$ cat src/rtl/cre_pkg.sv
package cre_pkg;
   // status word fields
   localparam int          SR_T1      = 15;
   localparam int          SR_T0      = 14;
   localparam int          SR_S       = 13;
   localparam int          SR_M       = 12;
   localparam int          SR_IPM_LO  = 8;
   localparam logic [2:0]  IPM_TOP    = 3'h7;
   localparam logic [15:0] SR_RST     = 16'h2700;
   localparam logic [31:0] VBR_RST    = 32'h0000_0000;
   // control register enable and page bits
   localparam int          CACHE_CONTROL_WORD_DE    = 31;
   localparam int          CACHE_CONTROL_WORD_IE    = 15;
   localparam int          TC_E       = 15;
   localparam int          TC_P       = 14;
   localparam int          TT_E       = 15;
   // reset vector fetch
   localparam logic [31:0] VEC_ISP_ADDR = 32'h0000_0000;
   localparam logic [31:0] VEC_PC_ADDR  = 32'h0000_0004;
   localparam logic [31:0] LONG_STEP    = 32'h0000_0004;
   localparam logic [1:0]  PF_LAST      = 2'h3;
   // processor state codes
   localparam logic [3:0]  PST_NORM   = 4'h0;
   localparam logic [3:0]  PST_HALT   = 4'h5;
   // reset-out pulse
   localparam int          CLK_PERIOD_NS  = 50;
   localparam int          RST_OUT_NS     = 10000;
   localparam int          RST_OUT_CYC    = RST_OUT_NS / CLK_PERIOD_NS;
   // exception groups, bit index of the pending vector
   localparam int          G_DACC   = 1;
   localparam int          G_FPPRE  = 2;
   localparam int          G_INSN   = 3;
   localparam int          G_FPPOST = 4;
   localparam int          G_ADDR   = 5;
   localparam int          G_TRACE  = 6;
   localparam int          G_IACC   = 7;
   localparam int          G_INT    = 8;
   // frame formats and access frame flags
   localparam logic [3:0]  FMT_FOUR   = 4'h0;
   localparam logic [3:0]  FMT_THROW  = 4'h1;
   localparam logic [3:0]  FMT_SIX    = 4'h2;
   localparam logic [3:0]  FMT_FPPOST = 4'h3;
   localparam logic [3:0]  FMT_ACC    = 4'h7;
   localparam int          FLG_TRACE  = 2;
   localparam int          FLG_FPPOST = 1;
   localparam int          FLG_FPUNIM = 0;
   // register indices
   localparam logic [3:0]  REG_SR   = 4'h0;
   localparam logic [3:0]  REG_VBR  = 4'h1;
   localparam logic [3:0]  REG_CACHE_CONTROL_WORD = 4'h2;
   localparam logic [3:0]  REG_TC   = 4'h3;
   localparam logic [3:0]  REG_TT0  = 4'h4;
   localparam logic [3:0]  REG_ISP  = 4'h8;
   localparam logic [3:0]  REG_PC   = 4'h9;
   localparam logic [3:0]  REG_STAT = 4'ha;

   typedef enum logic [2:0] {
      S_RESET = 3'b000, S_IACK = 3'b001, S_VEC0 = 3'b011, S_VEC1 = 3'b010,
      S_PREF  = 3'b110, S_RUN  = 3'b111, S_HALT = 3'b101
   } cre_state_t;

   typedef enum logic [2:0] {
      RTE_NONE = 3'h0, RTE_RESTORE = 3'h1, RTE_AGAIN = 3'h2,
      RTE_CONVERT = 3'h3, RTE_FMTERR = 3'h4, RTE_ADDRERR = 3'h5
   } cre_rte_t;
endpackage : cre_pkg

$ cat src/rtl/cre_prio.sv
`timescale 1ns/1ps
module cre_prio
   import cre_pkg::*;
(
   input  wire logic [8:1] pend_in,    // pending groups 1..8
   input  wire logic       float_move_op_in,   // last op was a float_move_op to memory
   output logic      [8:1] grant_out   // one-hot winner
);
   logic [8:1] eff;

   function automatic logic [8:1] first_set(input logic [8:1] v);
      logic [8:1] g;
      g = 8'h00;
      for (int i = 8; i >= 1; i--) begin
         if (v[i]) begin
            g = 8'h00;
            g[i] = 1'b1;
         end
      end
      return g;
   endfunction : first_set

   always_comb begin
      eff = pend_in;
      eff[G_FPPOST] = pend_in[G_FPPOST] & float_move_op_in;
      // the other handler checks for trace itself
      if (pend_in[G_INSN] || eff[G_FPPOST]) begin
         eff[G_TRACE] = 1'b0;
      end
      grant_out = first_set(eff);
   end
endmodule : cre_prio

$ cat src/rtl/cre_exc_unit.sv
`timescale 1ns/1ps
module cre_exc_unit
   import cre_pkg::*;
#(
   parameter int RST_CYC = RST_OUT_CYC
) (
   input  wire logic           CLK_IN,            // 20 MHz clock
   input  wire logic           RESETN_IN,         // async reset, low
   input  wire logic [3:0]     REG_ADDR_IN,       // register index
   input  wire logic [31:0]    REG_WDATA_IN,      // write data
   input  wire logic           REG_WR_IN,         // write strobe
   input  wire logic           REG_RD_IN,         // read strobe
   output logic      [31:0]    REG_RDATA_OUT,     // read data, next cycle
   output logic                BUS_REQ_OUT,       // bus cycle request
   output logic                BUS_IACK_OUT,      // acknowledge cycle
   output logic                BUS_SUPER_OUT,     // supervisor space
   output logic                BUS_LONG_OUT,      // long word transfer
   output logic      [31:0]    BUS_ADDR_OUT,      // bus address
   input  wire logic           BUS_ACK_IN,        // cycle done
   input  wire logic           BUS_ERR_IN,        // access fault
   input  wire logic [31:0]    BUS_DATA_IN,       // read data
   output logic      [3:0]     PST_OUT,           // processor_state_lines
   output logic                RESET_OUT_LINE_OUT, // reset_out_line
   input  wire logic           SWRESET_IN,        // software reset op
   input  wire logic [8:1]     EXC_PEND_IN,       // pending groups
   input  wire logic           FLOAT_MOVE_OP_IN,          // float_move_op to memory
   input  wire logic           FP_UNIMP_IN,       // unimplemented float
   input  wire logic           EXC_DONE_IN,       // processing finished
   input  wire logic [7:0]     EXC_VECNUM_IN,     // vector of finished one
   output logic      [8:1]     EXC_GRANT_OUT,     // group being processed
   output logic      [2:0]     FRAME_FLAGS_OUT,   // access frame flags
   output logic                RESUME_OUT,        // resume pulse
   output logic      [31:0]    RESUME_ADDR_OUT,   // resume address
   input  wire logic           RTE_REQ_IN,        // return op issued
   input  wire logic [3:0]     RTE_FMT_IN,        // stacked format
   input  wire logic [15:0]    RTE_SR_IN,         // stacked status word
   input  wire logic [31:0]    RTE_PC_IN,         // stacked PC
   input  wire logic [2:0]     RTE_FLAGS_IN,      // special_status_word flags
   output cre_pkg::cre_rte_t   RTE_RESULT_OUT,    // restoration chosen
   output logic      [3:0]     RTE_NEWFMT_OUT,    // converted format
   output logic      [15:0]    RTE_SR_OUT         // status word to stack
);
   import cre_pkg::*;

   localparam logic [7:0] RST_LOAD = 8'(RST_CYC - 1);

   typedef struct packed {
      cre_state_t st;
      logic [1:0]  pf_cnt;
      logic [15:0] sr;
      logic [31:0] vector_base_pointer;
      logic [1:0]  cache_en;
      logic        tc_en;
      logic [3:0]  tt_en;
      logic [31:0] isp;
      logic [31:0] pc;
      logic        bus_req;
      logic        bus_iack;
      logic [31:0] bus_addr;
      logic [31:0] rdata;
      logic        rst_out;
      logic [7:0]  rst_cnt;
      logic [3:0]  pst;
      logic [8:1]  grant;
      logic        busy;
      logic [2:0]  flags;
      logic        resume;
      logic [31:0] resume_addr;
      cre_rte_t    rte_res;
      logic [3:0]  rte_fmt;
      logic [15:0] rte_sr;
   } cre_state_s_t;

   cre_state_s_t r;
   cre_state_s_t next_r;
   logic         tc_page;
   logic [8:1]   grant_w;
   logic         fp_pend;

   function automatic logic [31:0] reg_read(input cre_state_s_t s,
                                            input logic pg,
                                            input logic [3:0] a);
      logic [31:0] d;
      d = 32'h0;
      unique case (a)
         REG_SR:   d = {16'h0, s.sr};
         REG_VBR:  d = s.vector_base_pointer;
         REG_CACHE_CONTROL_WORD: begin
            d[CACHE_CONTROL_WORD_DE] = s.cache_en[1];
            d[CACHE_CONTROL_WORD_IE] = s.cache_en[0];
         end
         REG_TC:   begin
            d[TC_E] = s.tc_en;
            d[TC_P] = pg;
         end
         REG_ISP:  d = s.isp;
         REG_PC:   d = s.pc;
         REG_STAT: d = {20'h0, s.pst, s.busy, s.rst_out, 3'(s.st)};
         default: begin
            if (a[3:2] == REG_TT0[3:2]) begin
               d[TT_E] = s.tt_en[a[1:0]];
            end
         end
      endcase
      return d;
   endfunction : reg_read

   cre_prio u_prio (
      .pend_in   (EXC_PEND_IN),
      .float_move_op_in  (FLOAT_MOVE_OP_IN),
      .grant_out (grant_w)
   );

   assign fp_pend = (EXC_PEND_IN[G_FPPOST] & FLOAT_MOVE_OP_IN) | FP_UNIMP_IN;

   always_comb begin
      next_r = r;
      next_r.resume  = 1'b0;
      next_r.rte_res = RTE_NONE;
      next_r.rdata   = 32'h0;
      // software reset: external line only, no internal state touched
      if (r.st == S_RUN && SWRESET_IN) begin
         next_r.rst_out = 1'b1;
         next_r.rst_cnt = RST_LOAD;
      end else if (r.rst_out) begin
         if (r.rst_cnt == 8'h0) begin
            next_r.rst_out = 1'b0;
         end else begin
            next_r.rst_cnt = r.rst_cnt - 8'h1;
         end
      end
      unique case (r.st)
         S_RESET: begin
            next_r.st       = S_IACK;
            next_r.bus_req  = 1'b1;
            next_r.bus_iack = 1'b1;
            next_r.bus_addr = VEC_ISP_ADDR;
         end
         S_IACK: begin
            if (BUS_ACK_IN) begin
               next_r.bus_iack = 1'b0;
               next_r.bus_addr = VEC_ISP_ADDR;
               next_r.st       = S_VEC0;
            end
         end
         S_VEC0: begin
            if (BUS_ACK_IN) begin
               next_r.isp      = BUS_DATA_IN;
               next_r.bus_addr = VEC_PC_ADDR;
               next_r.st       = S_VEC1;
            end
         end
         S_VEC1: begin
            if (BUS_ACK_IN) begin
               next_r.pc       = BUS_DATA_IN;
               next_r.bus_addr = BUS_DATA_IN;
               next_r.pf_cnt   = 2'h0;
               next_r.st       = S_PREF;
            end
         end
         S_PREF: begin
            if (BUS_ACK_IN) begin
               if (r.pf_cnt == PF_LAST) begin
                  next_r.bus_req = 1'b0;
                  next_r.st      = S_RUN;
               end else begin
                  next_r.pf_cnt   = r.pf_cnt + 2'h1;
                  next_r.bus_addr = r.bus_addr + LONG_STEP;
               end
            end
         end
         S_RUN: begin
            if (!r.busy && |grant_w) begin
               next_r.grant = grant_w;
               next_r.busy  = 1'b1;
               if (grant_w[G_DACC]) begin
                  // trace left low when a float one is flagged
                  next_r.flags[FLG_TRACE] = EXC_PEND_IN[G_TRACE] &
                                            ~fp_pend;
                  next_r.flags[FLG_FPPOST] = EXC_PEND_IN[G_FPPOST] &
                                             FLOAT_MOVE_OP_IN;
                  next_r.flags[FLG_FPUNIM] = FP_UNIMP_IN & ~FLOAT_MOVE_OP_IN;
               end
            end else if (r.busy && EXC_DONE_IN) begin
               if (EXC_PEND_IN[G_INT] && !r.grant[G_INT]) begin
                  next_r.grant = 8'h80;
               end else begin
                  next_r.busy        = 1'b0;
                  next_r.grant       = 8'h00;
                  next_r.resume      = 1'b1;
                  next_r.resume_addr = r.vector_base_pointer +
                                       {22'h0, EXC_VECNUM_IN, 2'h0};
               end
            end else if (!r.busy && RTE_REQ_IN) begin
               next_r.rte_sr  = RTE_SR_IN;
               next_r.rte_fmt = RTE_FMT_IN;
               unique case (RTE_FMT_IN)
                  FMT_FOUR, FMT_SIX, FMT_FPPOST:
                     next_r.rte_res = RTE_RESTORE;
                  FMT_THROW: begin
                     next_r.rte_res = RTE_AGAIN;
                     next_r.sr      = RTE_SR_IN;
                  end
                  FMT_ACC: begin
                     if (RTE_FLAGS_IN[FLG_FPPOST]) begin
                        next_r.rte_res = RTE_CONVERT;
                        next_r.rte_fmt = FMT_FPPOST;
                     end else if (|RTE_FLAGS_IN) begin
                        next_r.rte_res = RTE_CONVERT;
                        next_r.rte_fmt = FMT_SIX;
                     end else begin
                        next_r.rte_res = RTE_RESTORE;
                     end
                  end
                  default: next_r.rte_res = RTE_FMTERR;
               endcase
               if (next_r.rte_res == RTE_RESTORE) begin
                  if (RTE_PC_IN[0] && RTE_SR_IN[SR_T1] && !RTE_SR_IN[SR_S]) begin
                     next_r.rte_res       = RTE_ADDRERR;
                     next_r.rte_sr[SR_S]  = 1'b1;
                  end else begin
                     next_r.sr = RTE_SR_IN;
                     next_r.pc = RTE_PC_IN;
                  end
               end
            end
         end
         S_HALT: next_r.bus_req = 1'b0;
      endcase
      // any fault while fetching for reset is a double fault
      if (r.bus_req && BUS_ERR_IN && r.st != S_RUN) begin
         next_r.st      = S_HALT;
         next_r.bus_req = 1'b0;
         next_r.pst     = PST_HALT;
      end else if (r.st == S_VEC1 && BUS_ACK_IN && BUS_DATA_IN[0]) begin
         next_r.st      = S_HALT;
         next_r.bus_req = 1'b0;
         next_r.pst     = PST_HALT;
      end
      if (REG_WR_IN) begin
         unique case (REG_ADDR_IN)
            REG_SR:   next_r.sr  = REG_WDATA_IN[15:0];
            REG_VBR:  next_r.vector_base_pointer = REG_WDATA_IN;
            REG_CACHE_CONTROL_WORD: next_r.cache_en = {REG_WDATA_IN[CACHE_CONTROL_WORD_DE],
                                         REG_WDATA_IN[CACHE_CONTROL_WORD_IE]};
            REG_TC:   next_r.tc_en = REG_WDATA_IN[TC_E];
            default: begin
               if (REG_ADDR_IN[3:2] == REG_TT0[3:2]) begin
                  next_r.tt_en[REG_ADDR_IN[1:0]] = REG_WDATA_IN[TT_E];
               end
            end
         endcase
      end
      if (REG_RD_IN) begin
         next_r.rdata = reg_read(r, tc_page, REG_ADDR_IN);
      end
   end

   // reset aborts everything and drops all pending work; nothing is stacked
   always_ff @(posedge CLK_IN or negedge RESETN_IN) begin
      if (!RESETN_IN) begin
         r          <= '0;
         r.st       <= S_RESET;
         r.sr       <= SR_RST;
         r.vector_base_pointer      <= VBR_RST;
         r.cache_en <= 2'h0;
         r.tc_en    <= 1'b0;
         r.tt_en    <= 4'h0;
         r.pst      <= PST_NORM;
         r.rte_res  <= RTE_NONE;
      end else begin
         r <= next_r;
      end
   end

   // page size survives reset, so this flop has no reset term
   always_ff @(posedge CLK_IN) begin
      if (REG_WR_IN && REG_ADDR_IN == REG_TC) begin
         tc_page <= REG_WDATA_IN[TC_P];
      end
   end

   assign REG_RDATA_OUT      = r.rdata;
   assign BUS_REQ_OUT        = r.bus_req;
   assign BUS_IACK_OUT       = r.bus_iack;
   assign BUS_SUPER_OUT      = r.sr[SR_S];
   assign BUS_LONG_OUT       = r.bus_req;
   assign BUS_ADDR_OUT       = r.bus_addr;
   assign PST_OUT            = r.pst;
   assign RESET_OUT_LINE_OUT = r.rst_out;
   assign EXC_GRANT_OUT      = r.grant;
   assign FRAME_FLAGS_OUT    = r.flags;
   assign RESUME_OUT         = r.resume;
   assign RESUME_ADDR_OUT    = r.resume_addr;
   assign RTE_RESULT_OUT     = r.rte_res;
   assign RTE_NEWFMT_OUT     = r.rte_fmt;
   assign RTE_SR_OUT         = r.rte_sr;
endmodule : cre_exc_unit

$ cat config.mk
export PLATFORM = sky130hd
export DESIGN_NAME = cre_exc_unit
export DESIGN_NICKNAME = d
export VERILOG_FILES = /design/src/rtl/cre_pkg.sv /design/src/rtl/cre_prio.sv /design/src/rtl/cre_exc_unit.sv
export SDC_FILE = /design/constraint.sdc
export NUM_CORES = 1
export LEC_CHECK = 0
export ABC_AREA = 1
export BUFFER_PORTS_ARGS = -buffer_cell sky130_fd_sc_hd__buf_2
export CAP_MARGIN = 40
export CORE_ASPECT_RATIO = 0.6
export CORE_MARGIN = 2
export CORE_UTILIZATION = 49
export DETAILED_ROUTE_END_ITERATION = 8
export PLACE_DENSITY = 0.72
export SYNTH_ARGS = -nofsm -noshare
export SYNTH_HDL_FRONTEND = slang
export SYNTH_SLANG_ARGS = --single-unit
$ cat constraint.sdc
create_clock -name CLK_IN -period 2.5 [get_ports CLK_IN]
set_input_delay 0.5 -clock CLK_IN [delete_from_list [all_inputs] [get_ports CLK_IN]]
set_output_delay 0.5 -clock CLK_IN [all_outputs]
set_load 0.01 [all_outputs]
==> results of run 1 <==
-- power groups by stage --
| stage | logic (mW) | clock network (mW) | registers (mW) |
|---|---|---|---|
| floorplan | 4.81 | 0 | 6.74 |
| global placement | 5.64 | 0 | 7.13 |
| detailed placement | 5.81 | 0 | 7.17 |
| CTS | 5.83 | 4.50 | 7.12 |
| global route | 6.55 | 4.67 | 7.33 |
| finish | 5.82 | 4.45 | 7.18 |
-- cells in the mapped netlist, drive strengths merged, types with 13 or more instances --
| cell | number |
|---|---|
| a21oi | 54 |
| a31oi | 13 |
| buf | 176 |
| clkbuf | 28 |
| dfrtp | 264 |
| inv | 234 |
| mux2 | 13 |
| nand2 | 610 |
| nand3 | 130 |
| nand4 | 19 |
| nor2 | 134 |
| nor3 | 28 |
| o211ai | 16 |
| o21ai | 174 |
-- layer usage --
layer	part of all wire [%]	wire (um)	vias up	GRT usage, %
li1	-	-	6504	-
met1	47	21500	6443	42.8
met2	41	18800	584	39.9
met3	9.5	4320	66	6.43
met4	2.0	924	2	6.66
met5	0.029	13	-	0
-- sequential cells by signal (all words and copies together) (netlist names), named ones only --
| name | flops |
|---|---|
| BUS_SUPER_OUT | 1 |
| RESET_OUT_LINE_OUT | 1 |
| RTE_SR_OUT | 16 |
| BUS_ADDR_OUT | 32 |
| PST_OUT | 1 |
| EXC_GRANT_OUT | 8 |
| r | 128 |
| RTE_RESULT_OUT | 3 |
| FRAME_FLAGS_OUT | 3 |
| tc_page | 1 |
| BUS_LONG_OUT | 1 |
| BUS_IACK_OUT | 1 |
| RESUME_OUT | 1 |
| RTE_NEWFMT_OUT | 4 |
| REG_RDATA_OUT | 32 |
| RESUME_ADDR_OUT | 32 |
-- cell usage in the layout, fill, tap and decap left out, types with 4 or more instances in the layout --
master and instances:
sky130_fd_sc_hd__nand2_1 606, sky130_fd_sc_hd__buf_2 286, sky130_fd_sc_hd__dfrtp_1 264, sky130_fd_sc_hd__inv_1 222
sky130_fd_sc_hd__o21ai_0 169, sky130_fd_sc_hd__nand3_1 126, sky130_fd_sc_hd__nor2_1 121, sky130_fd_sc_hd__a21oi_1 51
sky130_fd_sc_hd__clkbuf_16 29, sky130_fd_sc_hd__nor3_1 27, sky130_fd_sc_hd__buf_4 27, sky130_fd_sc_hd__nand4_1 19
sky130_fd_sc_hd__o211ai_1 16, sky130_fd_sc_hd__a31oi_1 13, sky130_fd_sc_hd__mux2_2 13, sky130_fd_sc_hd__a221oi_1 12
sky130_fd_sc_hd__ha_1 12, sky130_fd_sc_hd__inv_2 11, sky130_fd_sc_hd__o22ai_1 11, sky130_fd_sc_hd__xor2_1 8
sky130_fd_sc_hd__clkbuf_1 8, sky130_fd_sc_hd__nor2_4 7, sky130_fd_sc_hd__xnor2_1 7, sky130_fd_sc_hd__clkinv_2 7
sky130_fd_sc_hd__buf_12 6, sky130_fd_sc_hd__nor2_2 5, sky130_fd_sc_hd__o21ai_1 5, sky130_fd_sc_hd__diode_2 4
sky130_fd_sc_hd__dfstp_2 4, sky130_fd_sc_hd__bufinv_16 4
-- area by class of cell --
class,count,area [um^2],share of cell area [%]
clock inverters,12,163,0.959
diodes,4,10.0,0.0590
flip-flops and latches,269,6740,39.7
repair buffers,321,1780,10.5
clock buffers,40,797,4.70
well taps,408,510,3.01
inverters,235,885,5.22
multi-input cells,1273,6080,35.8
-- cell families (layout without fill, tap and decap cells) --
| kind of cell | after synthesis | in the layout |
|---|---|---|
| mux | 16 | 16 |
| other cells | 1 | 6 |
| fa+ha+maj | 13 | 13 |
| buf+inv | 439 | 608 |
| compound gates | 299 | 299 |
| simple gates | 928 | 928 |
| flops | 269 | 269 |
| xor+xnor | 15 | 15 |
-- per-stage QoR --
stage / hold slack [ns] / setup slack (ns) / total power, mW
finish: 0.139 / 0.237 / 17.4
detailed placement: 0.460 / 0.185 / 13.0
CTS: 0.125 / 0.258 / 17.5
floorplan: 0.204 / 0.427 / 11.5
global placement: 0.454 / 0.240 / 12.8
global route: 0.129 / 0.0677 / 18.6
-- final timing paths --
kind                             startpoint                   to  slack [ns]  depth (start not counted)
max                                  r[220]  RESUME_ADDR_OUT[12]        0.24                          8
min                        REG_WDATA_IN[14]              tc_page        0.14                          1
max reg2reg                          r[220]  RESUME_ADDR_OUT[12]        0.24                          8
min reg2reg                          r[161]               r[161]        0.48                          2
max in group asynchronous         RESETN_IN               r[258]        1.27                          3
min in group asynchronous         RESETN_IN     EXC_GRANT_OUT[3]        0.48                          2
==> results.txt, run 1 <==
- Outcome: finished, final reports clean
* Fraction of power consumed by combinational cells: 33.4%
- Relative to the synthesized area, the layout overhead comes to 12.6%.
* Syn Area/Cell: 7.61 um^2
* Count of filler cells inserted in the layout: 2,846
- Measured along the y axis, the die boundary spans 140 um.
- Area share of the largest cell type after synthesis: 43.9%
- Counting flops and latches in the post-synthesis netlist gives 269.
* RSZ-0062 raised after global routing: no
- The worst hold path belongs to the class in -> reg.
- First-pass GRT wire length: 70,900 um
- Routed length per placed instance: 17.8 um
- After technology mapping, the gate count stands at 1,980.
- From left edge to right edge, the die measures 230 um.
- The post-route netlist has 19.6% of its cells at a drive strength greater than 1.
- In this run the power spent charging and discharging nets is 6.79 mW.
- Half-perimeter wire length after placement: 34,700 um
- Final worst-path cycle share: 90.5%
- Xor and xnor area share after synthesis: 0.872%
* Post-detailed-route DRC marker count: 0
- Starting density of the core: 50.0%
- Per report_power, the sequential group accounts for 41.1% of the total.
- The number of gates resized after CTS was 0.
- Final Net Count: 2,291
* Number of input and output port buffers inserted: 287
- Using the TritonRoute via totals, the vias-per-cell ratio works out to 5.31.
- In this run the remaining antenna-violating nets after routing total 0.
- For the worst setup path, the data required time is 2.90 ns.
- Largest net degree at the start of global routing: 61
* GRT Total Usage: 28.0%
- By area the synthesized netlist is led by sky130_fd_sc_hd__dfrtp_1 44%, sky130_fd_sc_hd__nand2_1 15%, sky130_fd_sc_hd__buf_4 7.2%, sky130_fd_sc_hd__o21ai_0 5.6%, sky130_fd_sc_hd__inv_1 5.5%.
- Worst-case headroom to the max-slew limit: 50.8%
- Setup violations remaining at the end of the flow were counted as 0.
* Total length of routed wires: 45,500 um
- Remaining global-route overflow: 0
* Cell count after placement: 2,505
- Path type of the worst setup path: reg -> reg
- Setup tns final: 0 ns
- The routed design could run at a clock period as short as 2.26 ns.
- Static timing analysis puts the maximum clock frequency at 442 MHz.
- Worst slew pin tran: 0.738 ns
- Of the synthesized area, sequential elements account for 44.8%.
* Delay of the slowest cell on the worst path: 0.47 ns
- The number of max-slew violations in the final report is 0.
* Post-route core utilization: 56.3%
- The number of antenna violations at the first check in global routing is 5.
* Dominant synthesized flop cell: sky130_fd_sc_hd__dfrtp_1
- The clock arrives with 0.00906 ns of skew.
- Core area: 30,100 um^2
- CTS tree: built
* Placed cell area: 16,000 um^2
- CTS Buffer Depth: 3
* Slowest cell on the critical path: sky130_fd_sc_hd__dfrtp_1
- The analysis attributes to cell leakage a power of 8.96 nW.
- IR drop worst, VDD: 0.647 mV
- WP data arrival: 2.66 ns
- Detailed-router iteration count before antenna repair: 6
- Routability-driven placement congestion ratio: 0.922
* Number of violations of the max-capacitance limit: 0
- The internal power of the cells totals 10.6 mW.
- Of all nets on the critical path, the largest fanout is 5.
- Cell variety after synth: 59
- Clock latency on the worst-skew pair: 0.56 ns
- Clock slew seen by the registers of the worst setup and hold paths: 0.07 ns
* Sw frac: 39.0%
- The number of buffers and inverters on the critical path is 1.
- Depth of the CTS H-tree: 1
* Post-synth EDFFs: 1
- Power density of the placed cells: 1030 nW/um^2
- Cell area after layout: 17,000 um^2
- Post-synthesis async set-or-reset flop share: 99.6%
- Vias in the first global route: 12,700
- The synthesized netlist devotes 25.8% of its cell area to simple gates.
- Yosys warns: 0
* Worst path top cell family by delay: adder cells
* Count of hold buffers inserted by post-cts repair: 1
* Num rows: 49
- Library cell occupying the most area in the post-synthesis netlist: sky130_fd_sc_hd__dfrtp_1
- Post-synthesis adder-cell area fraction: 1.13%
* Buffers inserted during post-CTS setup optimization: 0
- Fraction of the mapped netlist area in compound gates: 11.2%
* Final hold viol count: 0
- Ordered cell list for the critical path: ha_1 -> inv_1 -> fa_1 -> o21ai_1 -> a21oi_1 -> nor2_1 -> xor2_1 -> o21ai_0
- In this run the clock root is driven by a sky130_fd_sc_hd__clkbuf_16.
- Total vias in the final route: 13,600
- Post-route non-filler standard cell count: 2,562
- The tree built by TritonCTS fans out to 269 sinks.
- Die Area: 32,200 um^2
- Kind of start point of the critical path: flip-flop
* Starting DRT DRC Count: 1,358
* Combined area of all synthesized cells: 15,100 um^2
* Dominant combinational cell family by area after synthesis: simple AND/OR/NAND/NOR gates
- Clock network power share: 25.5%
- Number of buffers created by CTS: 28
- Multiplexer share of the synthesized area: 1.17%
- During I/O placement, the number of pins put on the boundary was 290.
* Kind of end point of the critical path: flip-flop
(Power assumes the default switching activity.)
==> run 2: changes to the inputs <==
SYNTH_HIERARCHICAL = 1   (was unset)
==> results.txt, run 2 <==
* Fraction of the mapped netlist area in compound gates: 9.49%
* Clock latency on the worst-skew pair: 0.55 ns
* Kind of end point of the critical path: flip-flop
- The die covers 32,300 um^2.
- Synthesis produced 2,023 cells.
* Largest net degree at the start of global routing: 74
- Clock tree synthesis selected as its root buffer the cell sky130_fd_sc_hd__clkbuf_16.
- Post-route core utilization: 56.2%
- The detailed router finished its first iteration with 1,407 violations.
- The number of hold violations in the final report is 0.
* Worst slack, placed: 0.120 ns
- The synthesized netlist devotes 0.522% of its cell area to XOR and XNOR gates.
- Setup slack on the worst reg-to-reg path comes out at 0.25 ns.
- Min Clock Period, post-route: 2.25 ns
* Most common cell after layout, fill and taps aside: sky130_fd_sc_hd__nand2_1
* Number of antenna violations at the first check in global routing: 6
- Ratio of cells with drive above 1 in the final layout: 19.2%
* Number of buffers created by CTS: 27
* Final Net Count: 2,337
- During I/O placement, the number of pins put on the boundary was 290.
* Number of input and output port buffers inserted: 287
- Between clock sinks in the finished design, the worst skew comes to 0.0117 ns.
- CTS Buffer Depth: 3
* Post-synthesis async set-or-reset flop share: 99.6%
- The via count of the first global-routing pass was 12,800.
* GRT Total Usage: 27.8%
* Kind of start point of the critical path: flip-flop
* Placed cell area: 16,000 um^2
- Path type of the worst setup path: reg -> reg
- The core region is 30,100 um^2.
* Worst-path maximum fanout: 12
- Power comes to 10.1 mW.
- Of the available clock period, the critical path in the final layout requires 89.8%.
- The Yosys step of the flow raised 6 warnings.
- The die is 140 um tall.
- The wire-length estimate of the detail-placed layout is 34,300 um.
- Cell variety after synth: 45
* GRT met1 Usage: 41.0%
* Clock slew seen by the registers of the worst setup and hold paths: 0.07 ns
- The share of the Yosys chip area taken by registers is 44.7%.
* Achievable Freq: 445 MHz
- The number of max-slew violations in the final report came to 0.
- Sequential fraction of design power: 47.0%
- Remaining global-route overflow: 0
- Counting flops with a built-in enable in the synthesized netlist gives 1.
- After synthesis the netlist holds a flip-flop and latch count of 269.
* Outcome: finished, final reports clean
* Cell area after layout: 16,900 um^2
- Number of violations of the max-capacitance limit: 0
- Grt met3 use: 6.84%
- Total vias in the final route: 13,800
- For this run, the number of standard cells in the final layout without fillers is 2,607.
- Combinational logic is responsible for 13.6% of the overall power.
- WP data arrival: 2.72 ns
- Once routing completed, OpenROAD measured the worst setup slack at 0.254 ns.
- The register with the most flip-flops in the layout has 128 of them.
- Dominant combinational cell family by area after synthesis: simple AND/OR/NAND/NOR gates
* IR drop worst, VDD: 0.463 mV
* Num rows: 49
* Global routing usage on met2: 40.4%
- Routed length per placed instance: 17.6 um
- P_leak: 9.16 nW
- The synthesized netlist devotes 1.13% of its cell area to adder and majority cells.
- After synthesis the cells add up to 15,100 um^2.
- In this run the most critical hold path is launched from RTE_SR_IN[8].
* Endpoint of the worst hold path: RTE_SR_OUT[8]
- Depth of the most critical reg-to-reg path: 12
* Library cell occupying the most area in the post-synthesis netlist: sky130_fd_sc_hd__dfrtp_1
- Area share of the largest cell type after synthesis: 43.8%
* Setup tns final: 0 ns
- The path class of the tightest hold or removal check is in -> reg.
- Minimum hold slack: 0.148 ns
- Cell count after placement: 2,552
- The initial utilization of the core area, before any placement, comes to 50.1%.
- The filler cells instantiated in the layout total 2,911.
- Counting instances, the worst hold path has a depth of 3.
* Worst-case headroom to the max-slew limit: 47.7%
- CTS tree: built
* Most flop-heavy register: r
- Most frequently used cell type in the post-synthesis netlist: sky130_fd_sc_hd__nand2_1
* Top cells by instance count after synthesis: 720 x sky130_fd_sc_hd__nand2_1, 264 x sky130_fd_sc_hd__dfrtp_1, 195 x sky130_fd_sc_hd__inv_1, 152 x sky130_fd_sc_hd__nor2_1, 140 x sky130_fd_sc_hd__buf_4
- Simple logic cell fraction of the synthesized area: 28.6%
* Busiest layer in global routing: met1
- Top cells by area, synth: sky130_fd_sc_hd__dfrtp_1 44%, sky130_fd_sc_hd__nand2_1 18%, sky130_fd_sc_hd__buf_4 7.0%, sky130_fd_sc_hd__inv_1 4.9%, sky130_fd_sc_hd__nand3_1 4.1%
- After detailed routing, the total wire length is 45,800 um.
- Syn Area/Cell: 7.46 um^2
- Summed over all nets, the switching power comes to 2.89 mW.
- Width of the die: 231 um
- First-pass GRT wire length: 70,700 um
* WP data required: 2.97 ns
* End of the worst register-to-register path: RESUME_ADDR_OUT[20]
- In this run the number of H-tree levels came out at 1.
* Number of sinks handled by clock tree synthesis: 269
- Setup violations remaining at the end of the flow were counted as 0.
- Worst slew pin tran: 0.781 ns
- Setup repair after global routing left no endpoint under its margin.
* Detailed-router iteration count before antenna repair: 5
- Routability-driven placement congestion ratio: 0.989
- For this run, the leading register cell type out of synthesis is sky130_fd_sc_hd__dfrtp_1.
- Routed via count divided by cell count: 5.28
- The internal power of the cells totals 7.25 mW.
- Once detail routing completed, the nets flagged for antenna violations numbered 0.
* Most frequent cells in the layout: 719 x sky130_fd_sc_hd__nand2_1, 286 x sky130_fd_sc_hd__buf_2, 264 x sky130_fd_sc_hd__dfrtp_1
- Sw frac: 28.5%
- From synthesis to final layout, the design area changed by 12.1%.
* Power density of the placed cells: 600 nW/um^2
- Clock network power share: 39.4%
- Launching point of the worst reg2reg path: r[220]
- In the synthesized netlist, mux cells make up 1.34% of the area.
- After detailed routing, the number of remaining DRC violations is 0.
- Buffers inserted during post-CTS setup optimization: 0
[run 2: power groups by stage]
stage	registers (mW)	clock network (mW)	logic, mW
4_1_cts	4.76	4.04	1.38
3_5_place_dp	4.84	0	1.37
2_1_floorplan	4.76	0	0.828
5_1_grt	4.78	4.23	1.56
3_3_place_gp	4.83	0	1.35
6_report	4.77	3.99	1.38
[run 2: repair_timing]
action / 4_1_cts / 5_1_grt
hold buffers: 1 / 0
endpoints found under the hold margin: 52 / 0
resized for setup: 0 / 0
[run 2: worst max-delay path by stage]
| stage | from | end | depth (start not counted) |
|---|---|---|---|
| after floorplan | EXC_VECNUM_IN[0] | RESUME_ADDR_OUT[14] | 9 |
| after global placement | EXC_VECNUM_IN[0] | RESUME_ADDR_OUT[20] | 13 |
| after detailed placement | EXC_VECNUM_IN[0] | RESUME_ADDR_OUT[20] | 13 |
| after CTS | r[220] | RESUME_ADDR_OUT[20] | 12 |
| after global routing | r[220] | RESUME_ADDR_OUT[20] | 12 |
| final | r[220] | RESUME_ADDR_OUT[20] | 12 |
[run 2: worst max-delay path: stages, from the launching register on]
cell and delay (ns):
sky130_fd_sc_hd__dfrtp_1 0.41, sky130_fd_sc_hd__ha_1 0.26, sky130_fd_sc_hd__inv_1 0.09, sky130_fd_sc_hd__fa_1 0.41, sky130_fd_sc_hd__o21ai_0 0.20, sky130_fd_sc_hd__buf_4 0.16, sky130_fd_sc_hd__nand3_1 0.06, sky130_fd_sc_hd__nand2_1 0.13
sky130_fd_sc_hd__buf_12 0.14, sky130_fd_sc_hd__nand2_1 0.06, sky130_fd_sc_hd__nand2_1 0.06, sky130_fd_sc_hd__nand2_1 0.04, sky130_fd_sc_hd__o21ai_0 0.13
[run 2: layout make-up]
type | count | area [um^2] | share of cell area (%)
Sequential cell | 269 | 6740 | 39.9
Multi-Input combinational cell | 1347 | 6210 | 36.7
Timing Repair Buffer | 325 | 1820 | 10.8
Inverter | 204 | 766 | 4.53
Clock buffer | 38 | 747 | 4.42
Tap cell | 408 | 510 | 3.02
Clock inverter | 11 | 97.6 | 0.577
Antenna cell | 5 | 12.5 | 0.0740
[run 2: logic make-up after synthesis]
kind of cell             after synthesis
adder cells (fa/ha/maj)               13
AO/OA/AOI/OAI                        249
multiplexers                          18
buffers and inverters                408
flip-flops                           269
XOR/XNOR                               9
other                                  1
AND/OR/NAND/NOR                     1056
[run 2: metal layers]
metal,vias up,part of all wire [%]
met5,-,0
met2,604,42
met1,6480,46
met3,84,9.0
li1,6603,-
met4,0,3.1
==> run 3: changes to the inputs <==
CORE_UTILIZATION = 56   (was 49)
PLACE_DENSITY = 0.81   (was 0.72)
SETUP_SLACK_MARGIN = 0.3   (was unset)
==> results.txt, run 3 (synthesis results as in run 2) <==
* Outcome: finished, final reports clean
- Post-detailed-route DRC marker count: 0
- The count of nets left with antenna violations once routing finished came out at 0.
- Number of antenna violations at the first check in global routing: 7
* Routed via count divided by cell count: 5.47
* Kind of start point of the critical path: flip-flop
* Worst Slack Setup Final: 0.322 ns
- Summed over all layers, the routed wires come to 45,400 um.
- The final layout contains 2,339 nets.
- The worst setup path is captured at a flip-flop.
- WP data required: 2.92 ns
- Half-perimeter wire length after placement: 33,800 um
* Final worst-path cycle share: 87.1%
- Detailed-router iteration count before antenna repair: 6
* Remaining global-route overflow: 0
* Max reg flops: 128
- Across every metal layer, demand over resource in global routing totals 31.8%.
- Width of the die: 216 um
- Of all nets on the critical path, the largest fanout is 6.
- Clock skew: 0.0248 ns
- Traced cell by cell, the critical path runs through nand2_1 -> nor2_1 -> nand2_1 -> nor2_1 -> nand3_1 -> nand3_1 -> nand2_1 -> nand2_1 -> o21ai_1.
- Tightest Hold Check Type: in -> reg
- After the first detailed-routing iteration, the DRC count stood at 1,633.
- # IOs: 290
- Die Y: 131 um
* Depth of the CTS H-tree: 1
- Prior to clock tree synthesis, the placed netlist has a worst setup slack of 0.0653 ns.
* Min Clock Period, post-route: 2.18 ns
- IR analysis of the VDD net gives a maximum drop of 0.443 mV.
- Most flop-heavy register: r
- The library cells used most frequently in the layout, excluding fill and tap cells, are 718 x sky130_fd_sc_hd__nand2_1, 286 x sky130_fd_sc_hd__buf_2, 263 x sky130_fd_sc_hd__dfrtp_1.
* Worst path most repeated cell: sky130_fd_sc_hd__nand2_1
- The later pin in the worst-skew pair is clocked with a latency of 0.55 ns.
* Worst slew pin tran: 0.674 ns
- Worst-case headroom to the max-slew limit: 55.1%
* Achievable Freq: 459 MHz
- Number of input and output port buffers inserted: 287
- Number of violations of the max-capacitance limit: 0
- Path type of the worst setup path: reg -> reg
- Power spread over the standard cell area amounts to 610 nW/um^2.
* Vias in the first global route: 13,100
- The number of max-slew violations in the final report came to 0.
- The floorplan step defined a die boundary enclosing 28,300 um^2.
- In this run the deepest clock path goes through 3 buffers.
* Largest net degree at the start of global routing: 77
* Core area: 26,500 um^2
- For this configuration, the core starts out at a cell density of 57.0%.
- The analysis attributes to cell leakage a power of 9.23 nW.
- Routed length per placed instance: 17.7 um
- Num rows: 46
* RSZ-0062 raised after global routing: no
- Counting the buffers created by CTS gives 27.
* Routability-driven placement congestion ratio: 0.998
- Relative to the synthesized area, the layout overhead comes to 12.8%.
* Slowest cell on the critical path: sky130_fd_sc_hd__dfrtp_1
- Power comes to 10.4 mW.
- Adding up every negative setup slack in the final design gives 0 ns.
* First-pass GRT wire length: 71,500 um
- Setup violations remaining at the end of the flow were counted as 0.
- Delay of the slowest cell on the worst path: 0.45 ns
- CTS root buf: sky130_fd_sc_hd__clkbuf_16
- CTS tree: built
- In the final layout, the share of cells above drive strength 1 is 19.6%.
- Total vias in the final route: 14,000
* Final hold viol count: 0
* WP data arrival: 2.60 ns
- The clock net in this run drives a total of 269 sinks.
* Clock slew seen by the registers of the worst setup and hold paths: 0.07 ns
- Most common cell after layout, fill and taps aside: sky130_fd_sc_hd__nand2_1
- Measured on the finished design, the core utilization comes to 64.3%.
[run 3: cell types whose count changed in the layout (fill, tap and decap cells not counted), sizes merged]
cell / delta
buf: +2
bufinv: +2
clkinvlp: -2
clkbuf: +1
clkinv: -1
inv: -1
[run 3: routing by layer]
metal	global-route usage (%)	share of wire, %
met1	48.1	44
met2	45.6	42
met4	9.06	3.3
met3	7.01	11
met5	0	0.029
[run 3: final timing paths]
check | startpoint | end | slack (ns) | cells past startpoint
setup reg to reg | BUS_ADDR_OUT[13] | BUS_ADDR_OUT[30] | 0.32 | 9
max in group asynchronous | RESETN_IN | r[258] | 1.18 | 3
hold reg to reg | RESUME_ADDR_OUT[25] | RESUME_ADDR_OUT[25] | 0.48 | 2
min in group asynchronous | RESETN_IN | RESUME_OUT | 0.57 | 2
setup / recovery | BUS_ADDR_OUT[13] | BUS_ADDR_OUT[30] | 0.32 | 9
hold / removal | RTE_SR_IN[9] | RTE_SR_OUT[9] | 0.16 | 3
[run 3: critical path, delay by kind of cell, from the launching register on]
kind	cells	cell delay, ns
and+or+nand+nor	8	1.57
AOI/OAI and AO/OA	1	0.05
DFF	1	0.45
[run 3: final cells by class]
class                   instances  area [um^2]
clock inverters                 9          129
well taps                     360          450
flip-flops and latches        269         6740
repair buffers                327         1900
inverters                     204          768
fillers                      2363         9460
multi-input cells            1347         6240
clock buffers                  39          781
diodes                          5         12.5
[run 3: through the flow]
step / instance area (um^2) / instances / hold WS [ns]
2_1_floorplan: 15100 / 2024 / 0.204
3_3_place_gp: 16000 / 2504 / 0.456
3_5_place_dp: 16000 / 2504 / 0.460
4_1_cts: 17000 / 2555 / 0.143
5_1_grt: 17000 / 2559 / 0.164
6_report: 17000 / 2560 / 0.155
[run 3: what timing repair did]
action,4_1_cts,5_1_grt
gates resized for setup,2,9
gates cloned,0,0
endpoints found under the hold margin,44,0
hold buffers,1,0
setup buffers,2,0
endpoints found under the setup margin,34,45
pin swaps,1,0
[run 3: where the power goes]
part | total, mW | internal, mW | switching, mW | leakage [nW]
clock | 4.20 | 2.47 | 1.73 | 0.442
combinational | 1.41 | 0.493 | 0.920 | 5.32
sequential | 4.76 | 4.57 | 0.186 | 3.47
